--- config.mk ---
export PLATFORM = sky130hd
export DESIGN_NAME = agp_regs
export DESIGN_NICKNAME = d
export VERILOG_FILES = /design/src/pkg/agp_pkg.sv /design/src/verilog/agp_backlight.sv /design/src/verilog/agp_regs.sv
export SDC_FILE = /design/constraint.sdc
export NUM_CORES = 1
export LEC_CHECK = 0
export BUFFER_PORTS_ARGS = -buffer_cell sky130_fd_sc_hd__buf_2
export CAP_MARGIN = 20
export CORE_UTILIZATION = 45
export CTS_CLUSTER_DIAMETER = 100
export DETAILED_ROUTE_END_ITERATION = 16
export GPL_ROUTABILITY_DRIVEN = 0
export PLACE_DENSITY_LB_ADDON = 0.12
export SYNTH_ARGS = -nofsm -noshare
export SYNTH_HDL_FRONTEND = slang
export SYNTH_SLANG_ARGS = --single-unit
--- constraint.sdc ---
create_clock -name clk_sys_i -period 4.5 [get_ports clk_sys_i]
set_clock_uncertainty 0.1 [all_clocks]
set_input_delay 0.225 -clock clk_sys_i [delete_from_list [all_inputs] [get_ports clk_sys_i]]
set_output_delay 0.225 -clock clk_sys_i [all_outputs]
set_load 0.02 [all_outputs]
--- src/pkg/agp_pkg.sv ---
/*
 * agp_pkg: constants of the audio, gpio, pwm and command pointer register
 * slice: byte offsets, widths, reset values and timing counts.
 * assumes a 22-bit host byte address and a 20 MHz system clock.
 */
// Overview of operation
// - each direction bit makes its pin an input when 0, an output when 1
// - pin value sits in bits 0, 1 and 7; bits 2 to 6 set drive strength
// - interrupt flags are read only and a host read of them clears all
// - backlight duty scales linearly; 0 is always low, 128 and up always high
// - backlight frequency in hertz, 14-bit read-write, resets to 250
// - touch select 0 is multi-touch extended, 1 single-touch; resets to 1
// - playback rate in hertz, 16-bit read-write, resets to 8000
// - playback length in bytes, 20-bit read-write, resets to zero
// - current fetch position readable as a 20-bit read-only pointer
// - loop bit, cleared at reset, restarts playback at start after last byte
// - command consumer pointer is 12-bit read-write, resets to zero
// - host advances 12-bit write pointer; device works up to that position
// - display-list write offset is 13-bit read-write, resets to zero
// - two 32-bit read-write macro words, reset to zero
package agp_pkg;

	// ****************************************
	// bus shape
	// ****************************************
	localparam int ADDR_W = 22;
	localparam int DATA_W = 32;

	// ****************************************
	// register byte offsets
	// ****************************************
	localparam logic [21:0] OFF_PLAY_VOL = 22'h10_247c;
	localparam logic [21:0] OFF_FX_VOL = 22'h10_2480;
	localparam logic [21:0] OFF_FX_SEL = 22'h10_2484;
	localparam logic [21:0] OFF_PIN_DIR = 22'h10_248c;
	localparam logic [21:0] OFF_PIN_VAL = 22'h10_2490;
	localparam logic [21:0] OFF_INT_EN = 22'h10_2494;
	localparam logic [21:0] OFF_INT_FLAG = 22'h10_2498;
	localparam logic [21:0] OFF_INT_MASK = 22'h10_249c;
	localparam logic [21:0] OFF_PLAY_START = 22'h10_24a0;
	localparam logic [21:0] OFF_PLAY_LEN = 22'h10_24a8;
	localparam logic [21:0] OFF_PLAY_PTR = 22'h10_24ac;
	localparam logic [21:0] OFF_PLAY_RATE = 22'h10_24b0;
	localparam logic [21:0] OFF_PLAY_ENC = 22'h10_24b4;
	localparam logic [21:0] OFF_PLAY_LOOP = 22'h10_24b8;
	localparam logic [21:0] OFF_PLAY_GO = 22'h10_24bc;
	localparam logic [21:0] OFF_BL_FREQ = 22'h10_24c0;
	localparam logic [21:0] OFF_BL_DUTY = 22'h10_24c4;
	localparam logic [21:0] OFF_MACRO0 = 22'h10_24c8;
	localparam logic [21:0] OFF_MACRO1 = 22'h10_24cc;
	localparam logic [21:0] OFF_CAP_LO = 22'h10_24d8;
	localparam logic [21:0] OFF_CAP_HI = 22'h10_24dc;
	localparam logic [21:0] OFF_CMD_RD = 22'h10_24e4;
	localparam logic [21:0] OFF_CMD_WR = 22'h10_24e8;
	localparam logic [21:0] OFF_CMD_DL = 22'h10_24ec;
	localparam logic [21:0] OFF_TOUCH_MODE = 22'h10_24f0;
	localparam logic [21:0] OFF_TOUCH_SEL = 22'h10_24f4;

	// ****************************************
	// reset values
	// ****************************************
	localparam logic [7:0] RST_PLAY_VOL = 8'hff;
	localparam logic [7:0] RST_FX_VOL = 8'hff;
	localparam logic [15:0] RST_FX_SEL = 16'h0000;
	localparam logic [7:0] RST_PIN_DIR = 8'h80;
	localparam logic [7:0] RST_PIN_VAL = 8'h00;
	localparam logic [7:0] RST_INT_MASK = 8'hff;
	localparam logic [19:0] RST_PLAY_START = 20'h0_0000;
	localparam logic [19:0] RST_PLAY_LEN = 20'h0_0000;
	localparam logic [15:0] RST_PLAY_RATE = 16'h1f40;
	localparam logic [1:0] RST_PLAY_ENC = 2'h0;
	localparam logic [13:0] RST_BL_FREQ = 14'h00fa;
	localparam logic [7:0] RST_BL_DUTY = 8'h80;
	localparam logic [31:0] RST_MACRO = 32'h0000_0000;
	localparam logic [11:0] RST_CMD_PTR = 12'h000;
	localparam logic [12:0] RST_CMD_DL = 13'h0000;
	localparam logic [1:0] RST_TOUCH_MODE = 2'h3;
	localparam logic RST_TOUCH_SEL = 1'b1;

	// ****************************************
	// gpio field layout
	// ****************************************
	localparam int PIN_CNT = 3;
	localparam int PIN_POS0 = 0;
	localparam int PIN_POS1 = 1;
	localparam int PIN_POS2 = 7;
	localparam int DRIVE_LSB = 2;
	localparam int DRIVE_W = 5;

	// ****************************************
	// timing
	// ****************************************
	localparam int CLK_PERIOD_NS = 50;
	localparam int CLK_HZ = 1000000000 / CLK_PERIOD_NS;
	localparam int ACC_W = 25;
	localparam logic [24:0] CLK_HZ_ACC = 25'(CLK_HZ);
	localparam int DUTY_STEPS = 128;
	localparam logic [7:0] DUTY_FULL = 8'h80;

endpackage : agp_pkg

--- src/verilog/agp_backlight.sv ---
/*
 * agp_backlight: backlight pwm generator driven by frequency and duty.
 * assumes frequency in hertz and duty in 1/128 steps, both held stable
 * by the register bank.
 */
`timescale 1ns/1ps
module agp_backlight (
	input wire logic clk_sys_i,
	input wire logic resetn_i,
	input wire logic [13:0] freq_hz_i,
	input wire logic [7:0] duty_i,
	output logic pwm_o
);

	// ****************************************
	// phase stepping
	// ****************************************
	// a fractional accumulator avoids a divider: 128 phase steps per period
	logic [24:0] acc_reg;
	logic [24:0] acc_next;
	logic [6:0] phase_reg;
	logic [24:0] acc_sum;
	logic step;
	logic level;

	assign acc_sum = acc_reg + 25'({freq_hz_i, 7'h00});
	assign step = acc_sum >= agp_pkg::CLK_HZ_ACC;
	assign acc_next = step ? acc_sum - agp_pkg::CLK_HZ_ACC : acc_sum;
	// duty of 128 or more never drops; zero never rises
	assign level = (duty_i >= agp_pkg::DUTY_FULL) ||
		({1'b0, phase_reg} < duty_i);

	// accumulator, phase and output flops
	always_ff @(posedge clk_sys_i) begin
		if (!resetn_i) begin
			acc_reg <= 25'h000_0000;
			phase_reg <= 7'h00;
			pwm_o <= 1'b0;
		end else begin
			acc_reg <= acc_next;
			phase_reg <= phase_reg + 7'(step);
			pwm_o <= level;
		end
	end
endmodule : agp_backlight

--- src/verilog/agp_regs.sv ---
/*
 * agp_regs: host register bank for audio volume and playback, effect
 * trigger, gpio, interrupt flags, backlight pwm, display-list macros,
 * screenshot ready flags, command pointers and touch mode.
 * assumes a host access port synchronous to clk_sys_i, one access a cycle,
 * and engines behind the outputs that keep their own protocols.
 */
`timescale 1ns/1ps
module agp_regs (
	input wire logic clk_sys_i,
	input wire logic resetn_i,
	input wire logic [21:0] reg_addr_i,
	input wire logic reg_wr_i,
	input wire logic [31:0] reg_wdata_i,
	input wire logic reg_rd_i,
	output logic [31:0] reg_rdata_o,
	output logic reg_rvalid_o,
	input wire logic [2:0] gpio_in_i,
	output logic [2:0] gpio_out_o,
	output logic [2:0] gpio_oe_o,
	output logic [4:0] gpio_drive_o,
	input wire logic [7:0] int_event_i,
	output logic irq_o,
	output logic backlight_pwm_o,
	output logic [7:0] play_volume_o,
	output logic [7:0] fx_volume_o,
	output logic [15:0] fx_select_o,
	output logic fx_start_o,
	output logic [19:0] play_fetch_addr_o,
	output logic play_tick_o,
	output logic play_active_o,
	output logic [1:0] play_encoding_o,
	input wire logic cmd_read_adv_i,
	output logic cmd_pending_o,
	output logic [11:0] cmd_read_ptr_o,
	output logic [11:0] cmd_write_ptr_o,
	input wire logic cmd_dl_load_i,
	input wire logic [12:0] cmd_dl_value_i,
	output logic [12:0] cmd_dl_offset_o,
	output logic [31:0] macro0_o,
	output logic [31:0] macro1_o,
	input wire logic [63:0] capture_ready_i,
	output logic [1:0] touch_mode_o,
	output logic touch_select_o
);

	// ****************************************
	// address decode
	// ****************************************
	logic hit_play_vol;
	logic hit_fx_vol;
	logic hit_fx_sel;
	logic hit_pin_dir;
	logic hit_pin_val;
	logic hit_int_en;
	logic hit_int_flag;
	logic hit_int_mask;
	logic hit_play_start;
	logic hit_play_len;
	logic hit_play_ptr;
	logic hit_play_rate;
	logic hit_play_enc;
	logic hit_play_loop;
	logic hit_play_go;
	logic hit_bl_freq;
	logic hit_bl_duty;
	logic hit_macro0;
	logic hit_macro1;
	logic hit_cap_lo;
	logic hit_cap_hi;
	logic hit_cmd_rd;
	logic hit_cmd_wr;
	logic hit_cmd_dl;
	logic hit_touch_mode;
	logic hit_touch_sel;

	// one compare per register; unmapped addresses match nothing
	assign hit_play_vol = reg_addr_i == agp_pkg::OFF_PLAY_VOL;
	assign hit_fx_vol = reg_addr_i == agp_pkg::OFF_FX_VOL;
	assign hit_fx_sel = reg_addr_i == agp_pkg::OFF_FX_SEL;
	assign hit_pin_dir = reg_addr_i == agp_pkg::OFF_PIN_DIR;
	assign hit_pin_val = reg_addr_i == agp_pkg::OFF_PIN_VAL;
	assign hit_int_en = reg_addr_i == agp_pkg::OFF_INT_EN;
	assign hit_int_flag = reg_addr_i == agp_pkg::OFF_INT_FLAG;
	assign hit_int_mask = reg_addr_i == agp_pkg::OFF_INT_MASK;
	assign hit_play_start = reg_addr_i == agp_pkg::OFF_PLAY_START;
	assign hit_play_len = reg_addr_i == agp_pkg::OFF_PLAY_LEN;
	assign hit_play_ptr = reg_addr_i == agp_pkg::OFF_PLAY_PTR;
	assign hit_play_rate = reg_addr_i == agp_pkg::OFF_PLAY_RATE;
	assign hit_play_enc = reg_addr_i == agp_pkg::OFF_PLAY_ENC;
	assign hit_play_loop = reg_addr_i == agp_pkg::OFF_PLAY_LOOP;
	assign hit_play_go = reg_addr_i == agp_pkg::OFF_PLAY_GO;
	assign hit_bl_freq = reg_addr_i == agp_pkg::OFF_BL_FREQ;
	assign hit_bl_duty = reg_addr_i == agp_pkg::OFF_BL_DUTY;
	assign hit_macro0 = reg_addr_i == agp_pkg::OFF_MACRO0;
	assign hit_macro1 = reg_addr_i == agp_pkg::OFF_MACRO1;
	assign hit_cap_lo = reg_addr_i == agp_pkg::OFF_CAP_LO;
	assign hit_cap_hi = reg_addr_i == agp_pkg::OFF_CAP_HI;
	assign hit_cmd_rd = reg_addr_i == agp_pkg::OFF_CMD_RD;
	assign hit_cmd_wr = reg_addr_i == agp_pkg::OFF_CMD_WR;
	assign hit_cmd_dl = reg_addr_i == agp_pkg::OFF_CMD_DL;
	assign hit_touch_mode = reg_addr_i == agp_pkg::OFF_TOUCH_MODE;
	assign hit_touch_sel = reg_addr_i == agp_pkg::OFF_TOUCH_SEL;

	// ****************************************
	// plain read-write registers
	// ****************************************
	logic [7:0] pin_dir_reg;
	logic [7:0] pin_val_reg;
	logic int_en_reg;
	logic [7:0] int_mask_reg;
	logic [19:0] play_start_reg;
	logic [19:0] play_len_reg;
	logic [15:0] play_rate_reg;
	logic play_loop_reg;
	logic [13:0] bl_freq_reg;
	logic [7:0] bl_duty_reg;

	// host writes; the write port has no byte enables, words land whole
	always_ff @(posedge clk_sys_i) begin
		if (!resetn_i) begin
			play_volume_o <= agp_pkg::RST_PLAY_VOL;
			fx_volume_o <= agp_pkg::RST_FX_VOL;
			fx_select_o <= agp_pkg::RST_FX_SEL;
			pin_dir_reg <= agp_pkg::RST_PIN_DIR;
			pin_val_reg <= agp_pkg::RST_PIN_VAL;
			int_en_reg <= 1'b0;
			int_mask_reg <= agp_pkg::RST_INT_MASK;
			play_start_reg <= agp_pkg::RST_PLAY_START;
			play_len_reg <= agp_pkg::RST_PLAY_LEN;
			play_rate_reg <= agp_pkg::RST_PLAY_RATE;
			play_encoding_o <= agp_pkg::RST_PLAY_ENC;
			play_loop_reg <= 1'b0;
			bl_freq_reg <= agp_pkg::RST_BL_FREQ;
			bl_duty_reg <= agp_pkg::RST_BL_DUTY;
			macro0_o <= agp_pkg::RST_MACRO;
			macro1_o <= agp_pkg::RST_MACRO;
			cmd_write_ptr_o <= agp_pkg::RST_CMD_PTR;
			touch_mode_o <= agp_pkg::RST_TOUCH_MODE;
			touch_select_o <= agp_pkg::RST_TOUCH_SEL;
		end else if (reg_wr_i) begin
			if (hit_play_vol) play_volume_o <= reg_wdata_i[7:0];
			if (hit_fx_vol) fx_volume_o <= reg_wdata_i[7:0];
			if (hit_fx_sel) fx_select_o <= reg_wdata_i[15:0];
			if (hit_pin_dir) pin_dir_reg <= reg_wdata_i[7:0];
			if (hit_pin_val) pin_val_reg <= reg_wdata_i[7:0];
			if (hit_int_en) int_en_reg <= reg_wdata_i[0];
			if (hit_int_mask) int_mask_reg <= reg_wdata_i[7:0];
			if (hit_play_start) play_start_reg <= reg_wdata_i[19:0];
			if (hit_play_len) play_len_reg <= reg_wdata_i[19:0];
			if (hit_play_rate) play_rate_reg <= reg_wdata_i[15:0];
			if (hit_play_enc) play_encoding_o <= reg_wdata_i[1:0];
			if (hit_play_loop) play_loop_reg <= reg_wdata_i[0];
			if (hit_bl_freq) bl_freq_reg <= reg_wdata_i[13:0];
			if (hit_bl_duty) bl_duty_reg <= reg_wdata_i[7:0];
			if (hit_macro0) macro0_o <= reg_wdata_i;
			if (hit_macro1) macro1_o <= reg_wdata_i;
			if (hit_cmd_wr) cmd_write_ptr_o <= reg_wdata_i[11:0];
			if (hit_touch_mode) touch_mode_o <= reg_wdata_i[1:0];
			if (hit_touch_sel) touch_select_o <= reg_wdata_i[0];
		end
	end

	// effect trigger: any write to the select register fires one pulse
	always_ff @(posedge clk_sys_i) begin
		if (!resetn_i) begin
			fx_start_o <= 1'b0;
		end else begin
			fx_start_o <= reg_wr_i && hit_fx_sel;
		end
	end

	// ****************************************
	// gpio pins
	// ****************************************
	logic [7:0] pin_view;
	logic [2:0] pin_out_next;
	logic [2:0] pin_oe_next;

	// pin bits read the pad when input, the latch when output
	genvar gi;
	generate
		for (gi = 0; gi < agp_pkg::PIN_CNT; gi++) begin : g_pin
			localparam int POS = (gi == 0) ? agp_pkg::PIN_POS0 :
				(gi == 1) ? agp_pkg::PIN_POS1 : agp_pkg::PIN_POS2;
			assign pin_oe_next[gi] = pin_dir_reg[POS];
			assign pin_out_next[gi] = pin_val_reg[POS];
			assign pin_view[POS] = pin_dir_reg[POS] ? pin_val_reg[POS] :
				gpio_in_i[gi];
		end
	endgenerate
	// strength bits read back as written
	assign pin_view[6:2] = pin_val_reg[6:2];

	// pad drivers registered so outputs come straight from flops
	always_ff @(posedge clk_sys_i) begin
		if (!resetn_i) begin
			gpio_out_o <= 3'h0;
			gpio_oe_o <= 3'h0;
			gpio_drive_o <= 5'h00;
		end else begin
			gpio_out_o <= pin_out_next;
			gpio_oe_o <= pin_oe_next;
			gpio_drive_o <= pin_val_reg[6:2];
		end
	end

	// ****************************************
	// interrupt flags
	// ****************************************
	logic [7:0] int_flag_reg;
	logic flag_rd;
	logic [7:0] int_flag_next;

	// a read clears, but an event in that same cycle still sets
	assign flag_rd = reg_rd_i && hit_int_flag;
	assign int_flag_next = (flag_rd ? 8'h00 : int_flag_reg) | int_event_i;

	// flags are never host written; only events and reads move them
	always_ff @(posedge clk_sys_i) begin
		if (!resetn_i) begin
			int_flag_reg <= 8'h00;
			irq_o <= 1'b0;
		end else begin
			int_flag_reg <= int_flag_next;
			irq_o <= int_en_reg && |(int_flag_next & int_mask_reg);
		end
	end

	// ****************************************
	// audio playback
	// ****************************************
	logic play_go_reg;
	logic [19:0] play_ofs_reg;
	logic [24:0] rate_acc_reg;
	logic [24:0] rate_sum;
	logic rate_step;
	logic go_wr;
	logic last_byte;
	logic [19:0] play_len_last;

	assign go_wr = reg_wr_i && hit_play_go && reg_wdata_i[0];
	assign rate_sum = rate_acc_reg + 25'(play_rate_reg);
	assign rate_step = play_go_reg && (rate_sum >= agp_pkg::CLK_HZ_ACC);
	assign play_len_last = play_len_reg - 20'h0_0001;
	// a zero length ends at once rather than wrapping the whole space
	assign last_byte = (play_len_reg == 20'h0_0000) ||
		(play_ofs_reg >= play_len_last);

	// rate accumulator only runs while playing, so each start from stop is in phase
	always_ff @(posedge clk_sys_i) begin
		if (!resetn_i || !play_go_reg) begin
			rate_acc_reg <= 25'h000_0000;
		end else begin
			rate_acc_reg <= rate_step ? rate_sum - agp_pkg::CLK_HZ_ACC :
				rate_sum;
		end
	end

	// go bit and byte offset; a fresh start wins over the step
	always_ff @(posedge clk_sys_i) begin
		if (!resetn_i) begin
			play_go_reg <= 1'b0;
			play_ofs_reg <= 20'h0_0000;
		end else if (go_wr) begin
			play_go_reg <= 1'b1;
			play_ofs_reg <= 20'h0_0000;
		end else if (rate_step && last_byte) begin
			play_go_reg <= play_loop_reg;
			play_ofs_reg <= 20'h0_0000;
		end else if (rate_step) begin
			play_ofs_reg <= play_ofs_reg + 20'h0_0001;
		end
	end

	// fetch address and tick toward the audio engine
	always_ff @(posedge clk_sys_i) begin
		if (!resetn_i) begin
			play_fetch_addr_o <= 20'h0_0000;
			play_tick_o <= 1'b0;
			play_active_o <= 1'b0;
		end else begin
			play_fetch_addr_o <= play_start_reg + play_ofs_reg;
			play_tick_o <= rate_step;
			play_active_o <= play_go_reg;
		end
	end

	// ****************************************
	// command pointers
	// ****************************************
	logic [11:0] cmd_read_next;
	logic [12:0] cmd_dl_next;

	// a host write wins over an engine advance in the same cycle
	assign cmd_read_next = (reg_wr_i && hit_cmd_rd) ? reg_wdata_i[11:0] :
		cmd_read_adv_i ? cmd_read_ptr_o + 12'h001 : cmd_read_ptr_o;
	assign cmd_dl_next = (reg_wr_i && hit_cmd_dl) ? reg_wdata_i[12:0] :
		cmd_dl_load_i ? cmd_dl_value_i : cmd_dl_offset_o;

	// pending tells the engine there is work up to the host's pointer
	always_ff @(posedge clk_sys_i) begin
		if (!resetn_i) begin
			cmd_read_ptr_o <= agp_pkg::RST_CMD_PTR;
			cmd_dl_offset_o <= agp_pkg::RST_CMD_DL;
			cmd_pending_o <= 1'b0;
		end else begin
			cmd_read_ptr_o <= cmd_read_next;
			cmd_dl_offset_o <= cmd_dl_next;
			cmd_pending_o <= cmd_read_ptr_o != cmd_write_ptr_o;
		end
	end

	// ****************************************
	// backlight
	// ****************************************
	agp_backlight u_backlight (
		.clk_sys_i(clk_sys_i),
		.resetn_i(resetn_i),
		.freq_hz_i(bl_freq_reg),
		.duty_i(bl_duty_reg),
		.pwm_o(backlight_pwm_o)
	);

	// ****************************************
	// read path
	// ****************************************
	logic [31:0] rd_mux;

	// and-or select; unmapped addresses and reserved bits read zero
	assign rd_mux =
		({32{hit_play_vol}} & {24'h00_0000, play_volume_o}) |
		({32{hit_fx_vol}} & {24'h00_0000, fx_volume_o}) |
		({32{hit_fx_sel}} & {16'h0000, fx_select_o}) |
		({32{hit_pin_dir}} & {24'h00_0000, pin_dir_reg}) |
		({32{hit_pin_val}} & {24'h00_0000, pin_view}) |
		({32{hit_int_en}} & {31'h0000_0000, int_en_reg}) |
		({32{hit_int_flag}} & {24'h00_0000, int_flag_reg}) |
		({32{hit_int_mask}} & {24'h00_0000, int_mask_reg}) |
		({32{hit_play_start}} & {12'h000, play_start_reg}) |
		({32{hit_play_len}} & {12'h000, play_len_reg}) |
		({32{hit_play_ptr}} & {12'h000, play_fetch_addr_o}) |
		({32{hit_play_rate}} & {16'h0000, play_rate_reg}) |
		({32{hit_play_enc}} & {30'h0000_0000, play_encoding_o}) |
		({32{hit_play_loop}} & {31'h0000_0000, play_loop_reg}) |
		({32{hit_play_go}} & {31'h0000_0000, play_go_reg}) |
		({32{hit_bl_freq}} & {18'h0_0000, bl_freq_reg}) |
		({32{hit_bl_duty}} & {24'h00_0000, bl_duty_reg}) |
		({32{hit_macro0}} & macro0_o) |
		({32{hit_macro1}} & macro1_o) |
		({32{hit_cap_lo}} & capture_ready_i[31:0]) |
		({32{hit_cap_hi}} & capture_ready_i[63:32]) |
		({32{hit_cmd_rd}} & {20'h0_0000, cmd_read_ptr_o}) |
		({32{hit_cmd_wr}} & {20'h0_0000, cmd_write_ptr_o}) |
		({32{hit_cmd_dl}} & {19'h0_0000, cmd_dl_offset_o}) |
		({32{hit_touch_mode}} & {30'h0000_0000, touch_mode_o}) |
		({32{hit_touch_sel}} & {31'h0000_0000, touch_select_o});

	// read data registered; it holds until the next read
	always_ff @(posedge clk_sys_i) begin
		if (!resetn_i) begin
			reg_rdata_o <= 32'h0000_0000;
			reg_rvalid_o <= 1'b0;
		end else begin
			reg_rvalid_o <= reg_rd_i;
			if (reg_rd_i) reg_rdata_o <= rd_mux;
		end
	end

endmodule : agp_regs

* Word level (Yosys, flattened, before mapping)
Cells that the tools add are included.
Word-level totals: input bits 148, word-level logic and storage cells 185, flip-flop bits (word level) 398
Operators by class: reduce and logical (&&, ||, !) cells 39, multiplexer cells 12, equal/unequal tests 27, bitwise gates (word level) 54, order comparisons 5, $add $sub $neg 9
Operator list (number):
- bitwise OR 32 bit | 25
- equality test 22 x 21 -> 1 bit, second input constant | 26
- bitwise AND 32 x 8 -> 32 bit | 7
- bitwise AND 32 x 1 -> 32 bit | 4
- bitwise AND 32 bit | 4
- bitwise AND 32 x 20 -> 32 bit | 3
- bitwise AND 32 x 12 -> 32 bit | 2
- bitwise AND 32 x 16 -> 32 bit | 2
- bitwise AND 32 x 2 -> 32 bit | 2
- greater-or-equal comparator 25 bit, second input constant | 2
- 2-to-1 mux 25 bit | 2
- subtractor 25 bit, second input constant | 2
- AND reduction 2 bit | 19
- bitwise AND 32 x 13 -> 32 bit | 1
- bitwise AND 32 x 14 -> 32 bit | 1
- 2-to-1 mux 13 bit | 2
- adder 25 x 16 -> 25 bit | 1
- adder 25 x 21 -> 25 bit | 1
- 2-to-1 mux 12 bit | 2
- adder 20 x 1 -> 20 bit, second input constant | 1
- adder 20 bit | 1
- greater-or-equal comparator 20 bit | 1
- zero test 20 bit | 1
- subtractor 20 x 1 -> 20 bit, second input constant | 1
- 16 further kinds | 33

* Logic depth before layout (Yosys ltp)
depth in word-level cells 27, mapped depth 20, mapped depth without buffers 18

* Modules after synthesis
From an unflattened synthesis, not the netlist that was laid out.
Unflattened totals: cells, all modules 2568, area total of the unflattened synthesis 20467.1 um^2
By module, submodules not included:
- agp_regs | seq. area each 7307.0 um^2, cells an instance 2287, instances 1, area an instance 18148.7 um^2
- agp_backlight | seq. area each 520.5 um^2, cells an instance 281, instances 1, area an instance 2318.5 um^2

* Worst setup path before layout
Ideal clock, no wire load.
kind flip-flop to flip-flop, start register bl_freq_reg[0], end register u_backlight.phase_reg[6], path buffers 0, cell stages (with the launch flop) 19, slack 454 ps, clock period less this slack 4046 ps, arrival 3818 ps, cell sequence dfxtp_1 ha_1 fa_1 a21o_1 a21oi_1 o21ai_0 a31o_2 xnor2_1 a311oi_2 a211oi_1 o211ai_1 nand2_1 inv_1 ha_1 ha_1 and3_1 nand3_1 xor2_1 nor2_1
On the way: cells in the longest elaborated chain, start to end 3
RTL lines:
- start: declaration | line agp_regs.sv:116 | logic [13:0] bl_freq_reg;
- start signal: assignment | line agp_regs.sv:134 | bl_freq_reg <= agp_pkg::RST_BL_FREQ;
- start signal: assignment | line agp_regs.sv:154 | if (hit_bl_freq) bl_freq_reg <= reg_wdata_i[13:0];
- adder 25 x 21 -> 25 bit | line agp_backlight.sv:26 | assign acc_sum = acc_reg + 25'({freq_hz_i, 7'h00});
- greater-or-equal comparator 25 bit | line agp_backlight.sv:27 | assign step = acc_sum >= agp_pkg::CLK_HZ_ACC;
- adder 7 x 1 -> 7 bit | line agp_backlight.sv:41 | phase_reg <= phase_reg + 7'(step);
- end signal: assignment | line agp_backlight.sv:41
- end: declaration | line agp_backlight.sv:21 | logic [6:0] phase_reg;
No other way between the ends. A chain may end at the register's enable or synchronous reset.

* Final worst setup path
start register play_len_reg[9], end register play_ofs_reg[15]
On the way: cells in the longest elaborated chain, start to end 5, elaborated cells between the ends (all ways) 6, classes of those cells 1 x add/sub; 1 x order compare; 4 x reduce/logical
RTL lines:
- start: declaration | line agp_regs.sv:113 | logic [19:0] play_len_reg;
- start signal: assignment | line agp_regs.sv:130 | play_len_reg <= agp_pkg::RST_PLAY_LEN;
- start signal: assignment | line agp_regs.sv:150 | if (hit_play_len) play_len_reg <= reg_wdata_i[19:0];
- subtractor 20 x 1 -> 20 bit | line agp_regs.sv:245 | assign play_len_last = play_len_reg - 20'h0_0001;
- greater-or-equal comparator 20 bit | line agp_regs.sv:248 | (play_ofs_reg >= play_len_last);
- logical OR 1 bit (*) | line agp_regs.sv:247 | assign last_byte = (play_len_reg == 20'h0_0000) ||
- logical AND 1 bit (*) | line agp_regs.sv:268 | end else if (rate_step && last_byte) begin
- OR reduction 3 bit (no line) (*)
- end signal: assignment | line agp_regs.sv:272 | play_ofs_reg <= play_ofs_reg + 20'h0_0001;
- end: declaration | line agp_regs.sv:234 | logic [19:0] play_ofs_reg;
Mark *: on every way between the ends. The rest lies on a longest branch, timed or not.

==> results.rst <==
.. list-table::
   :header-rows: 1

   * - Metric
     - Value
   * - Layout cells sized above 1
     - 0.181
   * - Fraction of the yosys area taken by sequential cells
     - 0.388
   * - Crit Reg-Reg Endpoint
     - play_ofs_reg[15]$_SDFFE_PP0P_
   * - Average detailed-routed wire length per instance
     - 23.2 µm
   * - Ratio of routed vias to standard cells
     - roughly 6.1
   * - Number of clock sinks
     - 391
   * - Leading post-synthesis cells by cell area
     - sky130_fd_sc_hd__dfxtp_1 (39%), sky130_fd_sc_hd__nand2_1 (9.3%), sky130_fd_sc_hd__a21oi_1 (5.7%)
   * - Floorplan Core Area
     - 0.0442 mm²
   * - Top flop regs
     - macro0_o (32), macro1_o (32), reg_rdata_o (32)
   * - Type of the worst min-delay path
     - in -> reg
   * - TritonCTS clock tree
     - yes
   * - Via count of the first global-routing pass
     - 19272
   * - CP delay by family, top
     - simple AND/OR/NAND/NOR gates
   * - Setup crit start kind
     - flip-flop
   * - Fraction of post-synthesis cell area in the top cell type by area
     - 0.388
   * - Cell depth of the worst min-delay path
     - 4
   * - Num ports
     - 356
   * - Leading area contributor after synthesis
     - sky130_fd_sc_hd__dfxtp_1
   * - Fraction of registers with async set/reset
     - 0
   * - Power share of the sequential group
     - 0.430
   * - Total area of sequential cells
     - 0.00783 mm²
   * - Final hold violations
     - 0
   * - Setup Crit Path Kind
     - reg -> reg
   * - First-pass detailed-route iteration total
     - 10
   * - Nets@finish
     - 3132
   * - Number of buffer and inverter instances along the worst setup path
     - 1
   * - Worst setup slack for register-to-register paths
     - approximately 0.2 ns
   * - Ordered cell list for the critical path
     - or4_1, or4_1, nor3_2, xnor2_1, ha_1, a21o_1, a21o_1, a211oi_1, o2111ai_1, nand3_1, o311ai_1, a21oi_4, buf_12, or4b_1, nand2_1
   * - Effective utilization at floorplan
     - 0.456
   * - #FFs+latches synth
     - between 300 and 400
   * - Number of fillers in the final layout
     - 4027
   * - Antenna-violating nets left
     - 0
   * - Critical register-to-register path startpoint
     - play_len_reg[9]$_SDFFE_PN0P_
   * - Number of DRC violations after detailed-routing iteration 0
     - 2419
   * - Hold-critical path endpoint
     - reg_rdata_o[11]$_SDFFE_PN0P_
   * - Min Clock Period, post-route
     - 4.30 ns
   * - Clock network latency to the later pin of the worst-skew pair
     - 0.61 ns
   * - Highest ir drop seen on vdd
     - 253 µV
   * - Design Area, Final
     - 0.0250 mm²
   * - Max-Cap Viols
     - 0
   * - Die Width
     - 214 µm
   * - Cell Count Post-Placement
     - 3340
   * - Reg2reg path depth
     - 15
   * - Global-route wire length before repair
     - between 100000 and 150000 µm
   * - Row count
     - 77
   * - Synthesis-to-finish area growth
     - 24.0%
   * - Number of distinct library cell variants in the gate-level netlist after synthesis
     - 91
   * - Achievable frequency
     - 233 MHz
   * - Remaining DRCs
     - 0
   * - Largest stage delay, worst path
     - 0.61 ns
   * - Pwr Density
     - around 330 mW/mm²
   * - Number of synthesis warnings
     - 0
   * - Maximum root-to-sink buffer count
     - 3
   * - Status
     - finished, final reports clean
   * - Fin Setup TNS
     - 0 ns
   * - Number of antenna violations at the first check in global routing
     - 6
   * - Clock slew at the register clock pins of the worst setup and hold paths
     - 0.06 ns
   * - Count of buffers from port buffering
     - 355
   * - Max_slew headroom
     - 0.291
   * - Data arrival, critical path
     - 4.72 ns
   * - Net count after synthesis
     - roughly 2800
   * - Critical path capture point type
     - flip-flop
   * - H-Tree Depth
     - 2
   * - Leak Pwr
     - 10.4 nW
   * - Slew at the pin closest to its max-slew limit
     - 1.06 ns
   * - Worst endpoint required time
     - 4.92 ns
   * - Routed Wire Length
     - 81700 µm
   * - Mean area per synthesized cell
     - roughly 8.0 µm²
   * - Worst hold path startpoint
     - capture_ready_i[43]
   * - Fraction of power spent switching nets
     - 0.261
   * - Power share of the combinational group
     - 0.116
   * - Critical-path maximum fanout
     - 10
   * - Most frequently used flop master after synthesis
     - sky130_fd_sc_hd__dfxtp_1
   * - Area used by multi-input combinational logic
     - 0.0115 mm²
   * - Count of final max-slew check failures
     - 0
   * - Critical-path top delay cell
     - sky130_fd_sc_hd__or4_1
   * - Overall die area
     - ~0.046 mm²
   * - Overall die height
     - 214 µm
   * - Post-route non-filler standard cell count
     - 3526
   * - Final setup fails
     - 0
   * - Final worst-path cycle share
     - 0.956
   * - Clock Power Share
     - 0.454
   * - Largest net degree at the start of global routing
     - 161
   * - Global route overflow
     - 0
   * - Post-Syn Instances
     - 2516
   * - DP Wirelength
     - 58100 µm
   * - Vias after detailed routing
     - 21470
   * - Post-synth EDFFs
     - 0
   * - Placed Instance Area
     - 0.0224 mm²
   * - Syn Std Cell Area
     - around 0.020 mm²
   * - Clock root buffer
     - sky130_fd_sc_hd__clkbuf_16
   * - Aggregate global-route resource usage
     - 0.344
   * - Number of clock buffers inserted by TritonCTS
     - 45
   * - Switching power of the nets
     - between 2 and 2.5 mW
   * - Internal power summed over all cells
     - 6.11 mW
-- Yosys cell counts (7+ instances only) --
cell type,instances
sky130_fd_sc_hd__nand2_1,502
sky130_fd_sc_hd__dfxtp_1,391
sky130_fd_sc_hd__a21oi_1,229
sky130_fd_sc_hd__nor2_1,151
sky130_fd_sc_hd__clkbuf_1,145
sky130_fd_sc_hd__nand3_1,101
sky130_fd_sc_hd__a22oi_1,95
sky130_fd_sc_hd__ha_1,83
sky130_fd_sc_hd__o21ai_0,73
sky130_fd_sc_hd__inv_1,60
sky130_fd_sc_hd__xnor2_1,56
sky130_fd_sc_hd__nor3_1,48
sky130_fd_sc_hd__xor2_1,43
sky130_fd_sc_hd__a211oi_1,38
sky130_fd_sc_hd__and2_1,33
sky130_fd_sc_hd__a221oi_1,26
sky130_fd_sc_hd__a31oi_1,26
sky130_fd_sc_hd__nand4_1,26
sky130_fd_sc_hd__mux2i_1,24
sky130_fd_sc_hd__a21o_1,23
sky130_fd_sc_hd__and3_1,22
sky130_fd_sc_hd__nand2b_1,22
sky130_fd_sc_hd__a22o_1,17
sky130_fd_sc_hd__o211ai_1,17
sky130_fd_sc_hd__or3_1,16
sky130_fd_sc_hd__a222oi_1,15
sky130_fd_sc_hd__nor4_1,13
sky130_fd_sc_hd__nor2b_1,11
sky130_fd_sc_hd__o21a_1,10
sky130_fd_sc_hd__or4_1,10
sky130_fd_sc_hd__o31ai_1,9
sky130_fd_sc_hd__nor3b_1,8
sky130_fd_sc_hd__o21ai_1,8
sky130_fd_sc_hd__o22ai_1,8
sky130_fd_sc_hd__o41ai_1,8
sky130_fd_sc_hd__a41oi_1,7
sky130_fd_sc_hd__buf_1,7
sky130_fd_sc_hd__o21bai_1,7
sky130_fd_sc_hd__or2_2,7
-- kinds of logic after synthesis --
| family | after synthesis | synth area share |
|---|---|---|
| buffers and inverters | 225 | 0.0441 |
| adders and majority gates | 86 | 0.0545 |
| xor gates and xnor gates | 100 | 0.0438 |
| DFF | 391 | 0.388 |
| muxes | 26 | 0.0132 |
| AOI/OAI and AO/OA | 683 | 0.229 |
| and+or+nand+nor | 1005 | 0.227 |
-- layer usage --
layer	vias to the layer above	track usage	routed length (µm)
met2	1189	0.535	35900
met1	10229	0.453	33600
li1	9786	-	-
met5	-	0	27
met3	262	0.0691	8110
met4	4	0.169	4120
-- cells in the final DEF (no fill, tap or decap), drive strengths merged, types with 22 or more instances in the layout --
cell | synthesis | final
nand2b | 22 | 22
clkbuf | 145 | 67
a22oi | 96 | 96
nand3 | 101 | 101
o21ai | 82 | 82
a211oi | 38 | 38
ha | 83 | 83
inv | 61 | 61
mux2i | 25 | 25
and2 | 39 | 39
nor2 | 152 | 152
nand2 | 502 | 502
dlygate4sd3 | 0 | 98
xor2 | 44 | 44
a21o | 23 | 23
a31oi | 26 | 26
nand4 | 26 | 26
and3 | 22 | 22
dfxtp | 391 | 391
a221oi | 26 | 26
a21oi | 234 | 234
buf | 19 | 401
xnor2 | 56 | 56
nor3 | 48 | 48
-- worst max path at each step --
stage | slack [ns] | cells after the start | endpoint | start
final | 0.20 | 15 | play_ofs_reg[15]$_SDFFE_PP0P_ | play_len_reg[9]$_SDFFE_PN0P_
after global placement | 0.26 | 18 | u_backlight.phase_reg[6]$_SDFF_PN0_ | bl_freq_reg[0]$_SDFFE_PN0P_
after floorplan | 0.45 | 18 | u_backlight.phase_reg[6]$_SDFF_PN0_ | bl_freq_reg[0]$_SDFFE_PN0P_
after detailed placement | 0.08 | 16 | play_ofs_reg[8]$_SDFFE_PP0P_ | play_len_reg[5]$_SDFFE_PN0P_
after CTS | 0.009 | 16 | play_ofs_reg[8]$_SDFFE_PP0P_ | play_len_reg[5]$_SDFFE_PN0P_
after global routing | -0.02 | 15 | play_ofs_reg[15]$_SDFFE_PP0P_ | play_len_reg[9]$_SDFFE_PN0P_
-- worst min-delay path, cell delays in order --
cell	delay [ns]
sky130_fd_sc_hd__buf_2	0.08
sky130_fd_sc_hd__a22oi_1	0.05
sky130_fd_sc_hd__and3_1	0.18
sky130_fd_sc_hd__a31oi_1	0.14
-- through the flow --
| stage | hold slack [ns] | setup WS, ns | power, mW | utilization |
|---|---|---|---|---|
| floorplan | 0.253 | 0.454 | 4.17 | - |
| global placement | 0.345 | 0.262 | 4.45 | 0.506 |
| detailed placement | 0.350 | 0.0770 | 4.46 | 0.506 |
| CTS | 0.000128 | 0.00945 | 8.24 | 0.562 |
| global route | 0.0449 | -0.0168 | 8.52 | 0.565 |
| finish | 0.0205 | 0.199 | 8.27 | 0.565 |
-- power by group through the flow --
stage                     Sequential [mW]  Clock (mW)  Combinational, mW
final                                3.56        3.76              0.958
after detailed placement             3.63           0              0.829
after CTS                            3.56        3.79              0.899
after global routing                 3.56        3.92               1.04
after floorplan                      3.65           0              0.522
after global placement               3.63           0              0.820
-- cell type report --
| cell class | count | area share |
|---|---|---|
| tap | 592 | 0.0297 |
| clock inverter | 13 | 0.00621 |
| sequential | 391 | 0.313 |
| antenna | 3 | 0.000301 |
| clock buffer | 67 | 0.0544 |
| timing repair buffer | 499 | 0.125 |
| inverter | 61 | 0.00947 |
| multi-input combinational | 1900 | 0.461 |
-- timing repair --
action                                  4_1_cts  5_1_grt
buffers inserted                              0        5
endpoints found under the setup margin        0       24
gates resized for setup                       0        9
endpoints found under the hold margin       157        0
hold buffers                                 98        0
No activity file was read; power rests on OpenSTA's default activity.
